**config.mk**
```make
export PLATFORM = sky130hd
export DESIGN_NAME = fsq_host
export DESIGN_NICKNAME = d
export VERILOG_FILES = /design/src/design/fsq_pkg.sv /design/src/design/fsq_sync.sv /design/src/design/fsq_host.sv
export VERILOG_INCLUDE_DIRS = /design/src /design/src/design
export SDC_FILE = /design/constraint.sdc
export NUM_CORES = 1
export LEC_CHECK = 0
export BUFFER_PORTS_ARGS = -buffer_cell sky130_fd_sc_hd__buf_2
export CAP_MARGIN = 20
export CORE_UTILIZATION = 55
export DETAILED_ROUTE_END_ITERATION = 7
export GPL_TIMING_DRIVEN = 0
export PLACE_DENSITY = 0.8
export RECOVER_POWER = 100
export SETUP_SLACK_MARGIN = 0.05
export SLEW_MARGIN = 20
export SYNTH_ARGS = -nofsm -noshare
export SYNTH_HDL_FRONTEND = slang
export SYNTH_HIERARCHICAL = 1
export SYNTH_SLANG_ARGS = --single-unit
```
**constraint.sdc**
```tcl
create_clock -name core_clk -period 2.75 [get_ports core_clk]
set_input_delay 0.1375 -clock core_clk [delete_from_list [all_inputs] [get_ports core_clk]]
set_output_delay 0.1375 -clock core_clk [all_outputs]
set_load 0.005 [all_outputs]
```
**src/design/fsq_defines.svh**
```systemverilog
// constants for the flash status and query readout host controller
// =====================================================================
// Overview of operation
// - done shows true bit; read program address
// - erase shows poll zero, window one, busy
// - poll buffered program at last buffer address
// - one extra read after poll shows true
`ifndef FSQ_DEFINES_SVH
`define FSQ_DEFINES_SVH
`define FSQ_CLK_NS        4
`define FSQ_RD_NS         100
`define FSQ_RD_CYC        ((`FSQ_RD_NS + `FSQ_CLK_NS - 1) / `FSQ_CLK_NS)
`define FSQ_WR_NS         60
`define FSQ_WR_CYC        ((`FSQ_WR_NS + `FSQ_CLK_NS - 1) / `FSQ_CLK_NS)
`define FSQ_POLL_LIMIT    32'h00FFFFFF
// register byte offsets
`define FSQ_R_CTRL        12'h000
`define FSQ_R_ADDR        12'h004
`define FSQ_R_WDATA       12'h008
`define FSQ_R_STAT        12'h00C
`define FSQ_R_RDATA       12'h010
`define FSQ_R_POLLD       12'h014
// ctrl command codes
`define FSQ_C_READ        3'h1
`define FSQ_C_WRITE       3'h2
`define FSQ_C_POLL        3'h3
`define FSQ_C_TOGGLE      3'h4
// status bit positions of the flash data word
`define FSQ_B_POLL        7
`define FSQ_B_TOGGLE      6
`define FSQ_B_TIMEOUT     5
`define FSQ_B_WINDOW      3
`define FSQ_B_SECTOG      2
`define FSQ_B_ABORT       1
// query offsets and expected values
`define FSQ_Q_SIZE        8'h27
`define FSQ_V_SIZE        16'h0018
`define FSQ_Q_IFACE       8'h28
`define FSQ_V_IFACE       16'h0002
`define FSQ_Q_WBUF        8'h2A
`define FSQ_V_WBUF        16'h0005
`define FSQ_Q_NREG        8'h2C
`define FSQ_V_NREG        16'h0002
`define FSQ_Q_PRI         8'h40
`define FSQ_V_PRI_P       16'h0050
`define FSQ_Q_MAJ         8'h43
`define FSQ_V_MAJ         16'h0031
`define FSQ_V_MIN         16'h0033
`define FSQ_Q_ACCMIN      8'h4D
`define FSQ_V_ACCMIN      16'h00B5
`define FSQ_V_ACCMAX      16'h00C5
`define FSQ_Q_BOOT        8'h4F
`define FSQ_Q_PSUSP       8'h50
`define FSQ_V_PSUSP       16'h0001
`endif

```
**src/design/fsq_pkg.sv**
```systemverilog
// types shared by the flash status and query host controller
package fsq_pkg;
   typedef enum logic [2:0] {
      FSQ_IDLE,
      FSQ_SETUP,
      FSQ_STROBE,
      FSQ_HOLD,
      FSQ_CHECK
   } fsq_state_e;
   typedef enum logic [1:0] {
      FSQ_RES_OK,
      FSQ_RES_TIMEOUT,
      FSQ_RES_ABORT,
      FSQ_RES_LIMIT
   } fsq_result_e;
endpackage : fsq_pkg

```
**src/design/fsq_sync.sv**
```systemverilog
// two-stage synchroniser for pin inputs
`timescale 1ns/1ps
module fsq_sync #(
   parameter int WIDTH = 1
) (
   input  wire logic             core_clk,  // clock
   input  wire logic             rst,       // sync reset
   input  wire logic             clkEn,     // clock enable
   input  wire logic [WIDTH-1:0] asyncIn,   // pin level
   output logic      [WIDTH-1:0] syncOut    // synchronised level
);
   logic [WIDTH-1:0] meta_q;
   initial begin
      if (WIDTH < 1) $error("fsq_sync: WIDTH must be positive");
   end
   always_ff @(posedge core_clk) begin
      if (rst) begin
         meta_q  <= '0;
         syncOut <= '0;
      end else if (clkEn) begin
         meta_q  <= asyncIn;
         syncOut <= meta_q;
      end
   end
endmodule : fsq_sync

```
**src/design/fsq_host.sv**
```systemverilog
// host controller: AXI4-Lite registers driving flash pins, status polling
//
// Implementation choices: the AXI4-Lite interface to the registers and the register offsets.
`timescale 1ns/1ps
`include "fsq_defines.svh"
module fsq_host #(
   parameter int          AW         = 24,             // flash address width
   parameter logic [31:0] POLL_LIMIT = `FSQ_POLL_LIMIT // reads before giving up
) (
   input  wire logic          core_clk,       // 250 MHz clock
   input  wire logic          rst,            // sync reset, high
   input  wire logic          clkEn,          // freezes state when low
   input  wire logic [11:0]   s_axi_awaddr,   // write address
   input  wire logic          s_axi_awvalid,  // write address valid
   output logic               s_axi_awready,  // write address ready
   input  wire logic [31:0]   s_axi_wdata,    // write data
   input  wire logic [3:0]    s_axi_wstrb,    // write strobes
   input  wire logic          s_axi_wvalid,   // write data valid
   output logic               s_axi_wready,   // write data ready
   output logic [1:0]         s_axi_bresp,    // write response
   output logic               s_axi_bvalid,   // write response valid
   input  wire logic          s_axi_bready,   // write response ready
   input  wire logic [11:0]   s_axi_araddr,   // read address
   input  wire logic          s_axi_arvalid,  // read address valid
   output logic               s_axi_arready,  // read address ready
   output logic [31:0]        s_axi_rdata,    // read data
   output logic [1:0]         s_axi_rresp,    // read response
   output logic               s_axi_rvalid,   // read data valid
   input  wire logic          s_axi_rready,   // read data ready
   output logic [AW-1:0]      flashAddr,      // flash address pins
   output logic               chipSel_n,      // chip select, low
   output logic               outEn_n,        // output enable, low
   output logic               wrStrobe_n,     // write strobe, low
   output logic [15:0]        dataOut,        // data bus drive value
   output logic               dataOe,         // high while host drives bus
   input  wire logic [15:0]   dataIn,         // data bus level
   input  wire logic          ready_busy_n    // open-drain ready/busy pin
);
   logic [15:0]           dataSync;
   logic                  rbSync;
   fsq_pkg::fsq_state_e   state_q;
   logic [2:0]            cmd_q;
   logic [7:0]            cnt_q;
   logic [31:0]           polls_q;
   logic                  busy_q;
   logic                  done_q;
   fsq_pkg::fsq_result_e  result_q;
   logic [AW-1:0]         addr_q;
   logic [15:0]           wdata_q;
   logic [15:0]           rdata_q;
   logic [15:0]           prev_q;
   logic                  havePrev_q;
   logic                  confirm_q;
   logic                  awHeld_q;
   logic                  wHeld_q;
   logic [11:0]           awAddr_q;
   logic [31:0]           wData_q;
   logic                  wrGo;
   logic                  startCmd;

   initial begin
      if (AW < 8 || AW > 32) $error("fsq_host: AW out of range");
   end

   // =================================================================
   // pin synchronisers
   fsq_sync #(.WIDTH(17)) u_fsq_sync (
      .core_clk (core_clk),
      .rst      (rst),
      .clkEn    (clkEn),
      .asyncIn  ({ready_busy_n, dataIn}),
      .syncOut  ({rbSync, dataSync})
   );

   // =================================================================
   // AXI4-Lite write side
   assign wrGo = awHeld_q && wHeld_q && !s_axi_bvalid;
   assign startCmd = wrGo && awAddr_q == `FSQ_R_CTRL && !busy_q && wData_q[2:0] != 3'h0;

   always_ff @(posedge core_clk) begin
      if (rst) begin
         awHeld_q      <= 1'b0;
         wHeld_q       <= 1'b0;
         awAddr_q      <= 12'h000;
         wData_q       <= 32'h00000000;
         s_axi_awready <= 1'b0;
         s_axi_wready  <= 1'b0;
         s_axi_bvalid  <= 1'b0;
         s_axi_bresp   <= 2'h0;
      end else if (clkEn) begin
         s_axi_awready <= !awHeld_q && !s_axi_awready && s_axi_awvalid;
         s_axi_wready  <= !wHeld_q && !s_axi_wready && s_axi_wvalid;
         if (s_axi_awvalid && s_axi_awready) begin
            awHeld_q <= 1'b1;
            awAddr_q <= s_axi_awaddr;
         end
         if (s_axi_wvalid && s_axi_wready) begin
            wHeld_q <= 1'b1;
            wData_q <= s_axi_wdata;
         end
         if (wrGo) begin
            awHeld_q     <= 1'b0;
            wHeld_q      <= 1'b0;
            s_axi_bvalid <= 1'b1;
            s_axi_bresp  <= (awAddr_q[11:2] > `FSQ_R_POLLD >> 2) ? 2'h2 : 2'h0;
         end else if (s_axi_bready) begin
            s_axi_bvalid <= 1'b0;
         end
      end
   end

   // operand registers; ignored while a flash access runs
   always_ff @(posedge core_clk) begin
      if (rst) begin
         addr_q  <= '0;
         wdata_q <= 16'h0000;
      end else if (clkEn && wrGo && !busy_q) begin
         if (awAddr_q == `FSQ_R_ADDR) addr_q <= wData_q[AW-1:0];
         if (awAddr_q == `FSQ_R_WDATA) wdata_q <= wData_q[15:0];
      end
   end

   // =================================================================
   // AXI4-Lite read side
   always_ff @(posedge core_clk) begin
      if (rst) begin
         s_axi_arready <= 1'b0;
         s_axi_rvalid  <= 1'b0;
         s_axi_rdata   <= 32'h00000000;
         s_axi_rresp   <= 2'h0;
      end else if (clkEn) begin
         s_axi_arready <= !s_axi_arready && !s_axi_rvalid && s_axi_arvalid;
         if (s_axi_arvalid && s_axi_arready) begin
            s_axi_rvalid <= 1'b1;
            s_axi_rresp  <= 2'h0;
            unique case (s_axi_araddr)
               `FSQ_R_CTRL:  s_axi_rdata <= {29'h0, cmd_q};
               `FSQ_R_ADDR:  s_axi_rdata <= 32'(addr_q);
               `FSQ_R_WDATA: s_axi_rdata <= {16'h0000, wdata_q};
               `FSQ_R_STAT:  s_axi_rdata <= {27'h0, rbSync, result_q, done_q, busy_q};
               `FSQ_R_RDATA: s_axi_rdata <= {16'h0000, rdata_q};
               `FSQ_R_POLLD: s_axi_rdata <= polls_q;
               default: begin
                  s_axi_rdata <= 32'h00000000;
                  s_axi_rresp <= 2'h2;
               end
            endcase
         end else if (s_axi_rready) begin
            s_axi_rvalid <= 1'b0;
         end
      end
   end

   // =================================================================
   // flash bus cycle engine
   logic readCmd;
   logic pollEnd;
   assign readCmd = cmd_q != `FSQ_C_WRITE;

   always_ff @(posedge core_clk) begin
      if (rst) begin
         state_q    <= fsq_pkg::FSQ_IDLE;
         cmd_q      <= 3'h0;
         cnt_q      <= 8'h00;
         busy_q     <= 1'b0;
         chipSel_n  <= 1'b1;
         outEn_n    <= 1'b1;
         wrStrobe_n <= 1'b1;
         dataOe     <= 1'b0;
         dataOut    <= 16'h0000;
         flashAddr  <= '0;
      end else if (clkEn) begin
         unique case (state_q)
            fsq_pkg::FSQ_IDLE: if (startCmd) begin
               cmd_q     <= wData_q[2:0];
               busy_q    <= 1'b1;
               flashAddr <= addr_q;
               dataOut   <= wdata_q;
               state_q   <= fsq_pkg::FSQ_SETUP;
            end
            fsq_pkg::FSQ_SETUP: begin
               chipSel_n  <= 1'b0;
               outEn_n    <= !readCmd;
               wrStrobe_n <= readCmd;
               dataOe     <= !readCmd;
               cnt_q      <= readCmd ? 8'(`FSQ_RD_CYC) : 8'(`FSQ_WR_CYC);
               state_q    <= fsq_pkg::FSQ_STROBE;
            end
            fsq_pkg::FSQ_STROBE: if (cnt_q > 8'h01) begin
               cnt_q <= cnt_q - 8'h01;
            end else begin
               outEn_n    <= 1'b1;
               wrStrobe_n <= 1'b1;         // rising edge ends command
               state_q    <= fsq_pkg::FSQ_HOLD;
            end
            fsq_pkg::FSQ_HOLD: begin
               chipSel_n <= 1'b1;
               dataOe    <= 1'b0;
               state_q   <= fsq_pkg::FSQ_CHECK;
            end
            fsq_pkg::FSQ_CHECK: begin
               if (readCmd && !pollEnd && cmd_q != `FSQ_C_READ) begin
                  state_q <= fsq_pkg::FSQ_SETUP;
               end else begin
                  busy_q  <= 1'b0;
                  state_q <= fsq_pkg::FSQ_IDLE;
               end
            end
         endcase
      end
   end

   // =================================================================
   // polling decisions
   logic pollTrue;
   logic toggled;
   logic abortSeen;
   assign pollTrue = dataSync[`FSQ_B_POLL] == wdata_q[`FSQ_B_POLL];
   assign toggled  = havePrev_q && (dataSync[`FSQ_B_TOGGLE] != prev_q[`FSQ_B_TOGGLE]);
   // abort only counts while the poll bit is still inverted; a finished read is array data
   assign abortSeen = dataSync[`FSQ_B_ABORT] && !pollTrue;
   assign pollEnd  = (cmd_q == `FSQ_C_POLL && confirm_q)
                   || (cmd_q == `FSQ_C_POLL && dataSync[`FSQ_B_TIMEOUT] && !pollTrue)
                   || (cmd_q == `FSQ_C_TOGGLE && havePrev_q && !toggled)
                   || abortSeen
                   || polls_q >= POLL_LIMIT;

   // data sampled at the strobe end of a read, after synchroniser delay
   always_ff @(posedge core_clk) begin
      if (rst) begin
         rdata_q    <= 16'h0000;
         prev_q     <= 16'h0000;
         havePrev_q <= 1'b0;
         confirm_q  <= 1'b0;
         polls_q    <= 32'h00000000;
         done_q     <= 1'b0;
         result_q   <= fsq_pkg::FSQ_RES_OK;
      end else if (clkEn) begin
         if (startCmd) begin
            havePrev_q <= 1'b0;
            confirm_q  <= 1'b0;
            polls_q    <= 32'h00000000;
            done_q     <= 1'b0;
            result_q   <= fsq_pkg::FSQ_RES_OK;
         end
         if (state_q == fsq_pkg::FSQ_CHECK && readCmd) begin
            rdata_q    <= dataSync;
            prev_q     <= dataSync;
            havePrev_q <= 1'b1;
            polls_q    <= polls_q + 32'h00000001;
            if (cmd_q == `FSQ_C_POLL && pollTrue) confirm_q <= 1'b1;
         end
         if (state_q == fsq_pkg::FSQ_CHECK && (pollEnd || !readCmd || cmd_q == `FSQ_C_READ)) begin
            done_q <= 1'b1;
            if (abortSeen && cmd_q >= `FSQ_C_POLL)
               result_q <= fsq_pkg::FSQ_RES_ABORT;
            else if (polls_q >= POLL_LIMIT)
               result_q <= fsq_pkg::FSQ_RES_LIMIT;
            else if (readCmd && cmd_q != `FSQ_C_READ && dataSync[`FSQ_B_TIMEOUT] && !pollTrue)
               result_q <= fsq_pkg::FSQ_RES_TIMEOUT;
         end
      end
   end
endmodule : fsq_host

```
## After elaboration in Yosys (flattened, before gate mapping)

Index checks and enable logic that the tools add are counted.

| storage, ports and cells | value |
|---|---|
| register bits | 265 |
| bits of input ports | 85 |
| output and inout bits | 85 |
| logic and storage cells | 182 |

| operators by class | value |
|---|---|
| add/subtract/negate cells | 2 |
| order comparisons | 4 |
| eq/ne operators | 22 |
| muxes and demuxes | 39 |
| reduce and logical (&&, ||, !) cells | 83 |

Operator list:

| kind | count |
|---|---|
| one-hot mux 32 bit (6 select lines) | 1 |
| two-way mux 32 bit | 2 |
| equality test 12 x 4 -> 1 bit (second input constant) | 3 |
| adder 32 x 1 -> 32 bit (second input constant) | 1 |
| >= comparator 32 x 24 -> 1 bit (second input constant) | 1 |
| logical AND 1 bit | 32 |
| AND reduction 2 bit | 14 |
| equality test 12 x 3 -> 1 bit (second input constant) | 2 |
| equality test 12 x 5 -> 1 bit (second input constant) | 2 |
| zero test 12 bit | 2 |
| two-way mux 1 bit | 18 |
| nonzero test 2 bit | 9 |
| one-hot mux 8 bit (2 select lines) | 1 |
| one-hot mux 3 bit (5 select lines) | 1 |
| two-way mux 2 bit | 7 |
| zero test 1 bit | 12 |
| AND reduction 3 bit | 4 |
| > comparator 10 x 3 -> 1 bit (second input constant) | 1 |
| one-hot mux 1 bit (2 select lines) | 5 |
| equality test 3 x 2 -> 1 bit (second input constant) | 3 |
| > comparator 8 x 1 -> 1 bit (second input constant) | 1 |
| two-way mux 8 bit | 1 |
| != test 2 bit (second input constant) | 4 |
| subtractor 8 x 1 -> 8 bit (second input constant) | 1 |
| 14 further kinds | 22 |

## Logic depth before layout (Yosys ltp)

Gate-level depths: netlist of run 1.

| depth | value |
|---|---|
| depth after elaboration | 12 |
| gate-level depth with buffers | 9 |
| gate-level depth less buffers | 8 |

## Hierarchy

The synthesis of run 1 kept the hierarchy.

By module, submodules not included:

| module | instances | cells each | area each (um2) | seq. area each (um2) |
|---|---|---|---|---|
| fsq_host | 1 | 1136 | 9542.9 | 4584.4 |
| fsq_sync | 1 | 110 | 1238.7 | 680.7 |

## Worst setup path before layout of run 1

Ideal clock, no wire load.

| timing path | value |
|---|---|
| path type | flip-flop to flip-flop |
| start point | register cnt_q[3] |
| end point | register outEn_n |
| library setup time | 0.132 ns |
| arrival | 1.928 ns |
| data required time | 2.618 ns |
| setup slack | 0.690 ns |
| cell stages (with the launch flop) | 7 |
| buffers on the path | 0 |
| period minus slack after synthesis | 2.060 ns |
| cells stage by stage | dfxtp_1 or4_1 o41a_1 nand2b_4 nor3_4 nor3b_1 o21ai_1 |

| between the ends | value |
|---|---|
| word-level cells in the longest chain between the ends | 3 |

Ends and longest elaborated chain:

| element | RTL line | source |
|---|---|---|
| start: declaration | fsq_host.sv:43 | `logic [7:0] cnt_q;` |
| start signal: assignment | fsq_host.sv:186 | `` cnt_q <= readCmd ? 8'(`FSQ_RD_CYC) : 8'(`FSQ_WR_CYC); `` |
| start signal: assignment | fsq_host.sv:190 | `cnt_q <= cnt_q - 8'h01;` |
| > comparator 8 x 1 -> 1 bit | fsq_host.sv:189 | `fsq_pkg::FSQ_STROBE: if (cnt_q > 8'h01) begin` |
| != test 2 bit (no source line) | - |  |
| AND reduction 3 bit (no source line) | - |  |
| end signal: assignment | fsq_host.sv:183 | `outEn_n <= !readCmd;` |
| end: declaration | fsq_host.sv:32 | `output logic outEn_n,` |

No other way between the ends.
A chain may end at the register's enable or synchronous reset.

## Final worst setup path of run 1

| timing path | value |
|---|---|
| start point | register awAddr_q[0] |
| end point | register dataOut[2] |

| between the ends | value |
|---|---|
| word-level cells in the longest chain between the ends | 5 |

Ends and longest elaborated chain:

| element | RTL line | source |
|---|---|---|
| start: declaration | fsq_host.sv:56 | `logic [11:0] awAddr_q;` |
| start signal: assignment | fsq_host.sv:95 | `awAddr_q <= s_axi_awaddr;` |
| zero test 12 bit (no source line) | - |  |
| logical AND 1 bit (no source line) | - |  |
| logical AND 1 bit (2 in series) | fsq_host.sv:78 | `` assign startCmd = wrGo && awAddr_q == `FSQ_R_CTRL && !busy_q && wData_q[2:0] != 3'h0; `` |
| AND reduction 3 bit (no source line) | - |  |
| end signal: assignment | fsq_host.sv:178 | `dataOut <= wdata_q;` |
| end: declaration | fsq_host.sv:34 | `output logic [15:0] dataOut,` |

No other way between the ends.

==> impl_results.md, run 1 <==
- Final worst path period share: 0.9581
- Flop2flop setup slack: 0.12 ns
- Vias per inst: 5.777
- RD Place Congestion: 0.8698
- Area delta synth->final: 23.20%
- Clock Root Buffer: clkbuf_16
- Mapped cell area: 0.01078 mm²
- Crit-path max FO: 10
- Fin Setup TNS: 0 ns
- CP Depth: 8
- Pre-antenna DRT Iters: 5
- Hold Fails Final Rpt: 0
- Peak VDD IR: 0.0005019 V
- Vias in the first global route: 9869
- CTS clock-pin slew for the worst setup and hold paths: 0.06 ns
- H-tree Lvls: 1
- CP Cell Sequence: nor4_1, and3_2, nand3_2, or4_1, clkbuf_2, buf_2, nand2_1, a21oi_1
- GRT Total Usage: 0.3188
- Reg area: 0.005265 mm²
- CP arrival: 3.03 ns
- Setup Viol. Count Final: 0
- # DRC: 0
- Final wirelength: 31.90 mm
- Reg2reg start: awAddr_q[0]$_SDFFE_PP0P_
- Hold_sp: s_axi_awvalid
- Reg2reg path depth: 8
- CTS tree: done
- Async SR Flop Fraction: 0
- Mean Syn Cell Area: 8.653 µm²
- I/O Pins: 170
- Critical Path Max Stage Delay: 0.49 ns
- Routed Antenna Nets: 0
- Buffers from clock root to sink, at most: 3
- Largest net degree at the start of global routing: 14
- Clock Latency Late Sink: 0.54 ns
- WP buf/inv: 2
- First-pass GRT wire length: 50.55 mm
- Initial DRC count: 938
- Layout cells sized above 1: 0.1328
- CP Capture Type: flop
- Multi-input logic area: 0.005037 mm²
- Routed length per instance: 18.04 µm
- Die height: 142.0 µm
- Crit start category: flop
- Outcome: finished, final reports clean
- Die ar.: 0.02017 mm²
- Die Wd: 142.0 µm
- Slew at the pin closest to its max-slew limit: 0.9643 ns
- Gr busiest metal: met2
- Via count: 10210
- Yosys reg bits: 263
- Register area share after synthesis: 0.4883
- Clock Sinks: 263
- Initial antenna violation count: 0
- Initial Utilization: 0.5688
- Top Family by Delay on Critical Path: simple AND/OR/NAND/NOR gates
- GR Util met3: 0.04441
- Total core area: 0.01896 mm²
- Hold endpoint: awAddr_q[1]$_SDFFE_PP0P_
- CP required: 3.15 ns
- TritonCTS Buffers: 26
- Fin nets: 1576
- Routing usage on met2: 0.5335
- Relative slew slack: 0.3518
- PwrDens: 586.8 mW/mm²
- Min-Delay Path Class: input port to flop
- Fillers: 1482
- Unrepaired setup endpoints after global routing: false
- Num rows: 50
- Synth area leaders: dfxtp_1 49%, nand2_1 8.3%, mux2i_1 7.9%, a21oi_1 5.8%, nor2_1 5.2%
- Cells after Synth: 1246
- RR Endpoint: dataOut[2]$_SDFFE_PP0P_
- Post-route minimum period: 2.635 ns
- Post-synth EDFFs: 0
- Tot Pwr: 7.794 mW
- Routing usage on met1: 0.4067
- GRT overflow: 0
- Worst clock skew: 0.01395 ns
- Proportion of netlist area held by the largest area contributor: 0.4883
- Hold path cells: 4
- Max Cap Violations: 0
- Maximum clock frequency: 0.3795 GHz
- DP HPWL: 21.86 mm
- Biggest area consumer among synthesized cells: dfxtp_1
- Critical path class: flop to flop
- Max Slew Vio Count: 0
- Slowest CP cell: or4_1
- Input/output buffers: 152
- Synth warn: 6
- Leakage power: 4.834 nW
- Netlist cell types: 67
- Synth Flop Type: dfxtp_1
[Yosys cell counts, types with 6 or more instances]
library cell	count
mux2i_1	85
nand3_1	33
inv_1	16
a22oi_1	34
nor3_1	15
nor3b_1	8
nand2_1	239
clkbuf_1	59
buf_2	17
xnor2_1	8
a22o_1	13
a31oi_1	6
dfxtp_1	263
nor2_1	148
a21oi_1	124
nor4_1	6
and3_1	11
or4_1	7
o211ai_1	6
nand4_1	11
o21ai_0	35
[power by group]
part	internal [mW]	total (mW)	switching [mW]
Sequential	3.85	3.88	0.0323
Combinational	0.169	0.385	0.216
Clock	2.07	3.53	1.46
Total	6.09	7.79	1.71
[kinds of logic after synthesis]
family | after synthesis | synth area share
flops | 263 | 0.4883
buf+inv | 106 | 0.04561
xor+xnor | 9 | 0.007312
mux | 93 | 0.09040
simple gates | 515 | 0.2211
fa+ha+maj | 3 | 0.003482
other cells | 1 | 0.0003478
compound gates | 256 | 0.1434
[worst max-delay path by stage]
stage | startpoint | end | slack, ns
floorplan | cnt_q[3]$_SDFFE_PP0P_ | outEn_n$_SDFFE_PP1P_ | 0.69
global placement | awAddr_q[7]$_SDFFE_PP0P_ | flashAddr[0]$_SDFFE_PP0P_ | 0.05
detailed placement | awAddr_q[7]$_SDFFE_PP0P_ | flashAddr[2]$_SDFFE_PP0P_ | 0.01
CTS | cmd_q[0]$_SDFFE_PP0P_ | polls_q[30]$_SDFFE_PP0P_ | 0.06
global route | awAddr_q[7]$_SDFFE_PP0P_ | flashAddr[0]$_SDFFE_PP0P_ | 0.04
finish | awAddr_q[0]$_SDFFE_PP0P_ | dataOut[2]$_SDFFE_PP0P_ | 0.12
[worst min-delay path, stage by stage]
cell,delay [ns]
buf_2,0.09
nand3_1,0.12
nand2_1,0.09
a21oi_1,0.06
[timing repair]
action,CTS,global route
setup endpoints to repair,40,73
hold buffers,59,0
gates resized for setup,1,6
setup buffers,2,0
hold endpoints to repair,57,0
pin swaps,1,0
[metrics by stage]
step           instances  cell area (µm²)  utilization  worst slack (ns)  hold WS, ns
2_1_floorplan       1247            10790            -            0.6903       0.2735
3_3_place_gp        1659            11870       0.6263           0.04810       0.3696
3_5_place_dp        1659            11870       0.6263           0.01035       0.3800
4_1_cts             1766            13320       0.7028           0.06169     0.001968
5_1_grt             1766            13280       0.7005           0.03759      0.07000
6_report            1768            13280       0.7007            0.1153      0.02156
[sequential cells by signal (all words and copies together) (netlist names), 2 cells and up]
register	flops
result_q	2
wdata_q	16
polls_q	32
cmd_q	3
u_fsq_sync/syncOut	17
awAddr_q	12
state_q	3
cnt_q	8
u_fsq_sync/meta_q	17
s_axi_rdata	32
prev_q	16
wData_q	24
addr_q	24
flashAddr	24
dataOut	16
[cells in the final DEF, fill, tap and decap left out, types with 6 or more instances in the layout]
master         instances
nor3_1                14
o21ai_0               39
dlygate4sd3_1         59
nor3b_1                7
nand2_1              239
nor4_1                 6
buf_4                  6
a31oi_1                6
nand3_1               33
a22oi_1               34
and3_1                10
dfxtp_1              263
o211ai_1               6
nor2_1               148
or4_1                  7
clkbuf_1             114
a21oi_1              124
inv_1                 16
mux2i_1               85
a22o_1                13
buf_2                126
clkbuf_16             26
xnor2_1                8
nand4_1               11
[per-layer routing]
layer / wire length (µm) / part of all wire / vias to the layer above
met3: 2484 / 0.078 / 113
met5: 0 / 0 / -
met2: 15080 / 0.47 / 463
met1: 13040 / 0.41 / 4813
met4: 1305 / 0.041 / 0
li1: - / - / 4825
[area by class of cell]
class,count,share of cell area
flip-flops and latches,263,0.3964
multi-input cells,878,0.3792
repair buffers,213,0.09938
clock buffers,40,0.05671
plain buffers,89,0.03174
well taps,260,0.02449
clock inverters,6,0.006876
inverters,17,0.004804
diodes,2,0.0003768
Power figures use the tool's default switching activity.
==> inputs of run 2 (changes only) <==
--- a/config.mk
+++ b/config.mk
@@ -8,13 +8,15 @@
 export LEC_CHECK = 0
 export BUFFER_PORTS_ARGS = -buffer_cell sky130_fd_sc_hd__buf_2
 export CAP_MARGIN = 20
-export CORE_UTILIZATION = 55
+export CELL_PAD_IN_SITES_DETAIL_PLACEMENT = 0
+export CELL_PAD_IN_SITES_GLOBAL_PLACEMENT = 1
+export CORE_UTILIZATION = 42
 export DETAILED_ROUTE_END_ITERATION = 7
 export GPL_TIMING_DRIVEN = 0
-export PLACE_DENSITY = 0.8
+export PLACE_DENSITY = 0.81
 export RECOVER_POWER = 100
+export REMOVE_ABC_BUFFERS = 1
 export SETUP_SLACK_MARGIN = 0.05
-export SLEW_MARGIN = 20
 export SYNTH_ARGS = -nofsm -noshare
 export SYNTH_HDL_FRONTEND = slang
 export SYNTH_HIERARCHICAL = 1
==> run 2 against run 1 <==
Critical path type unchanged. Total power is 4.0% higher. Worst hold slack lost 0.014 ns. Sequential share of layout area up 0.18 points. Largest cell class unchanged. Fmax rose by 1.1%. Cell count stayed put. Register-to-register slack gained 0.03 ns. Core utilization is 18 points lower. Design area decreased by 0.43%. Critical path depth is 2 lower. Non-clock buffer count fell by 71. Sequential power about the same.
==> impl_results.md, run 2 (synthesis gave the netlist of run 1 again) <==
- Initial DRC count: 565 (-40%)
- Part of the power in registers: 0.478 (-0.020)
- Unrepaired setup endpoints after global routing: false
- Vias per inst: 5.230 (-9.5%)
- Routed length per instance: 16.04 µm (-11%)
- Setup Viol. Count Final: 0 (unchanged)
- Area delta synth->final: 22.66%
- Sw Ratio: 0.2094 (-0.009770)
- Leakage power: 4.799 nW (-0.72%)
- Peak VDD IR: 0.0003366 V (-33%)
- Most frequent cells in the layout: 262 x dfxtp_1, 239 x nand2_1, 147 x nor2_1
- Input/output buffers: 155 (+2.0%)
- Min-Delay Path Class: input port to flop
- Commonest non-fill, non-tap cell in the layout: dfxtp_1
- Tot Pwr: 8.107 mW (+4.0%)
- Outcome: finished, final reports clean
- Max Cap Violations: 0 (unchanged)
- Logic pwr share: 0.042 (-0.007)
- Total core area: 0.02518 mm² (+33%)
- Routed Antenna Nets: 0 (unchanged)
- H-tree Lvls: 1 (unchanged)
- Fillers: 2430 (+64%)
- Die ar.: 0.02632 mm² (+30%)
- Largest net degree at the start of global routing: 143 (+129)
- Multi-input logic area: 0.005036 mm² (about the same)
- RD Place Congestion: 0.7591 (-13%)
- Clock network fraction of design power: 0.480 (+0.027)
- Initial antenna violation count: 1 (+1)
- Slew at the pin closest to its max-slew limit: 1.093 ns (+0.1292 ns)
- Hold Fails Final Rpt: 0 (unchanged)
- CP Capture Type: flop
- Num rows: 58 (+16%)
- DP HPWL: 19.14 mm (-12%)
- Final worst path period share: 0.9474 (-0.01073)
- Hold Slack: 0.007657 ns (-0.01390 ns)
- Worst clock skew: 0.01318 ns (-0.0007674 ns)
- Reg area: 0.005266 mm² (about the same)
- CP arrival: 3.00 ns (-0.03 ns)
- Fin nets: 1507 (-4.4%)
- Internal: 6.409 mW (+5.3%)
- Maximum clock frequency: 0.3838 GHz (+1.1%)
- Top Registers: polls_q x32, s_axi_rdata x32
- Max Slew Vio Count: 0 (unchanged)
- Post-route minimum period: 2.605 ns (-0.02949 ns)
- I/O Pins: 170 (unchanged)
- Final wirelength: 28.35 mm (-11%)
- Critical path class: flop to flop
- TritonCTS Buffers: 28 (+7.7%)
- Layout cells sized above 1: 0.1405 (+0.007671)
- Antenna Cells: 0 (-2)
- Clock Latency Late Sink: 0.54 ns (about the same)
- Final non-filler cell total: 1768 (unchanged)
- GRT Total Usage: 0.2121 (-0.1067)
- Switching power: 1.697 mW (-0.62%)
- Crit start category: flop
- Vias in the first global route: 8456 (-14%)
- First-pass GRT wire length: 45.37 mm (-10%)
- Clock Sinks: 263 (unchanged)
- Placed cell count: 1658 (-0.060%)
- Die height: 162.2 µm (+14%)
- # DRC: 0 (unchanged)
- Pre-antenna DRT Iters: 5 (unchanged)
- Buffers from clock root to sink, at most: 3 (unchanged)
- Flop2flop setup slack: 0.14 ns (+0.03 ns)
- Initial Utilization: 0.4282 (-0.1406)
- Via count: 9246 (-9.5%)
- Die Wd: 162.2 µm (+14%)
- CP required: 3.15 ns (about the same)
- Relative slew slack: 0.2650 (-0.08685)
- GRT overflow: 0 (unchanged)
- Clock Root Buffer: clkbuf_16
- CTS clock-pin slew for the worst setup and hold paths: 0.06 ns (about the same)
- CTS tree: done
- Crit-path max FO: 6 (-4)
- PwrDens: 613.0 mW/mm² (+4.5%)
[run 2: cell types whose count changed in the layout (fill, tap and decap cells not counted), moves of 3 or more]
cell / before / now
clkbuf_1: 114 / 51
buf_2: 126 / 117
buf_6: 1 / 9
dlygate4sd3_1: 59 / 55
clkbuf_16: 26 / 29
[run 2: power groups by stage]
stage	Sequential (mW)	Combinational, mW	Clock [mW]
finish	3.88	0.340	3.89
detailed placement	3.96	0.283	0
global route	3.88	0.373	4.13
CTS	3.88	0.344	3.96
floorplan	3.95	0.103	0
global placement	3.96	0.270	0
[run 2: area by class of cell]
class / instances / share of cell area
clock buffers: 44 / 0.06216
repair buffers: 231 / 0.1132
multi-input cells: 878 / 0.3808
well taps: 330 / 0.03122
flip-flops and latches: 263 / 0.3982
clock inverters: 5 / 0.009461
inverters: 17 / 0.004920
[run 2: worst paths after layout]
kind                                  endpoint                          from  depth (start not counted)
setup reg to reg          outEn_n$_SDFFE_PP1P_         cnt_q[3]$_SDFFE_PP0P_                          6
hold / removal          addr_q[1]$_SDFFE_PP0P_                           rst                          2
setup / recovery          outEn_n$_SDFFE_PP1P_         cnt_q[3]$_SDFFE_PP0P_                          6
hold reg to reg   s_axi_rdata[26]$_SDFFE_PP0P_  s_axi_rdata[26]$_SDFFE_PP0P_                          2
[run 2: metal layers]
| layer | part of all wire | global-route usage |
|---|---|---|
| met5 | 0.00046 | 0 |
| met4 | 0.011 | 0.04288 |
| met3 | 0.051 | 0.03320 |
| met2 | 0.45 | 0.3382 |
| met1 | 0.48 | 0.3017 |
[run 2: critical path, cell delays in order, from the launching register on]
cell and delay (ns):
dfxtp_1 0.36, or4_1 0.58, o41a_1 0.45, nand2b_1 0.19, nor3_1 0.53, nor3b_1 0.28, o21ai_1 0.07
[run 2: what timing repair did]
item | 4_1_cts | 5_1_grt
gates cloned | 0 | 0
gates resized for setup | 5 | 4
setup endpoints to repair | 70 | 52
hold buffers | 55 | 0
pin swaps | 0 | 1
buffers inserted | 0 | 3
hold endpoints to repair | 55 | 0
[run 2: through the flow]
stage	util	area, µm²	setup TNS [ns]	setup WS, ns
after floorplan	-	10360	-50.12	-1.262
after global placement	0.4585	11550	-565.35	-5.063
after detailed placement	0.4689	11810	-38.11	-0.7195
after CTS	0.5291	13320	0	0.06482
after global routing	0.5252	13230	0	0.05438
final	0.5252	13230	0	0.1448
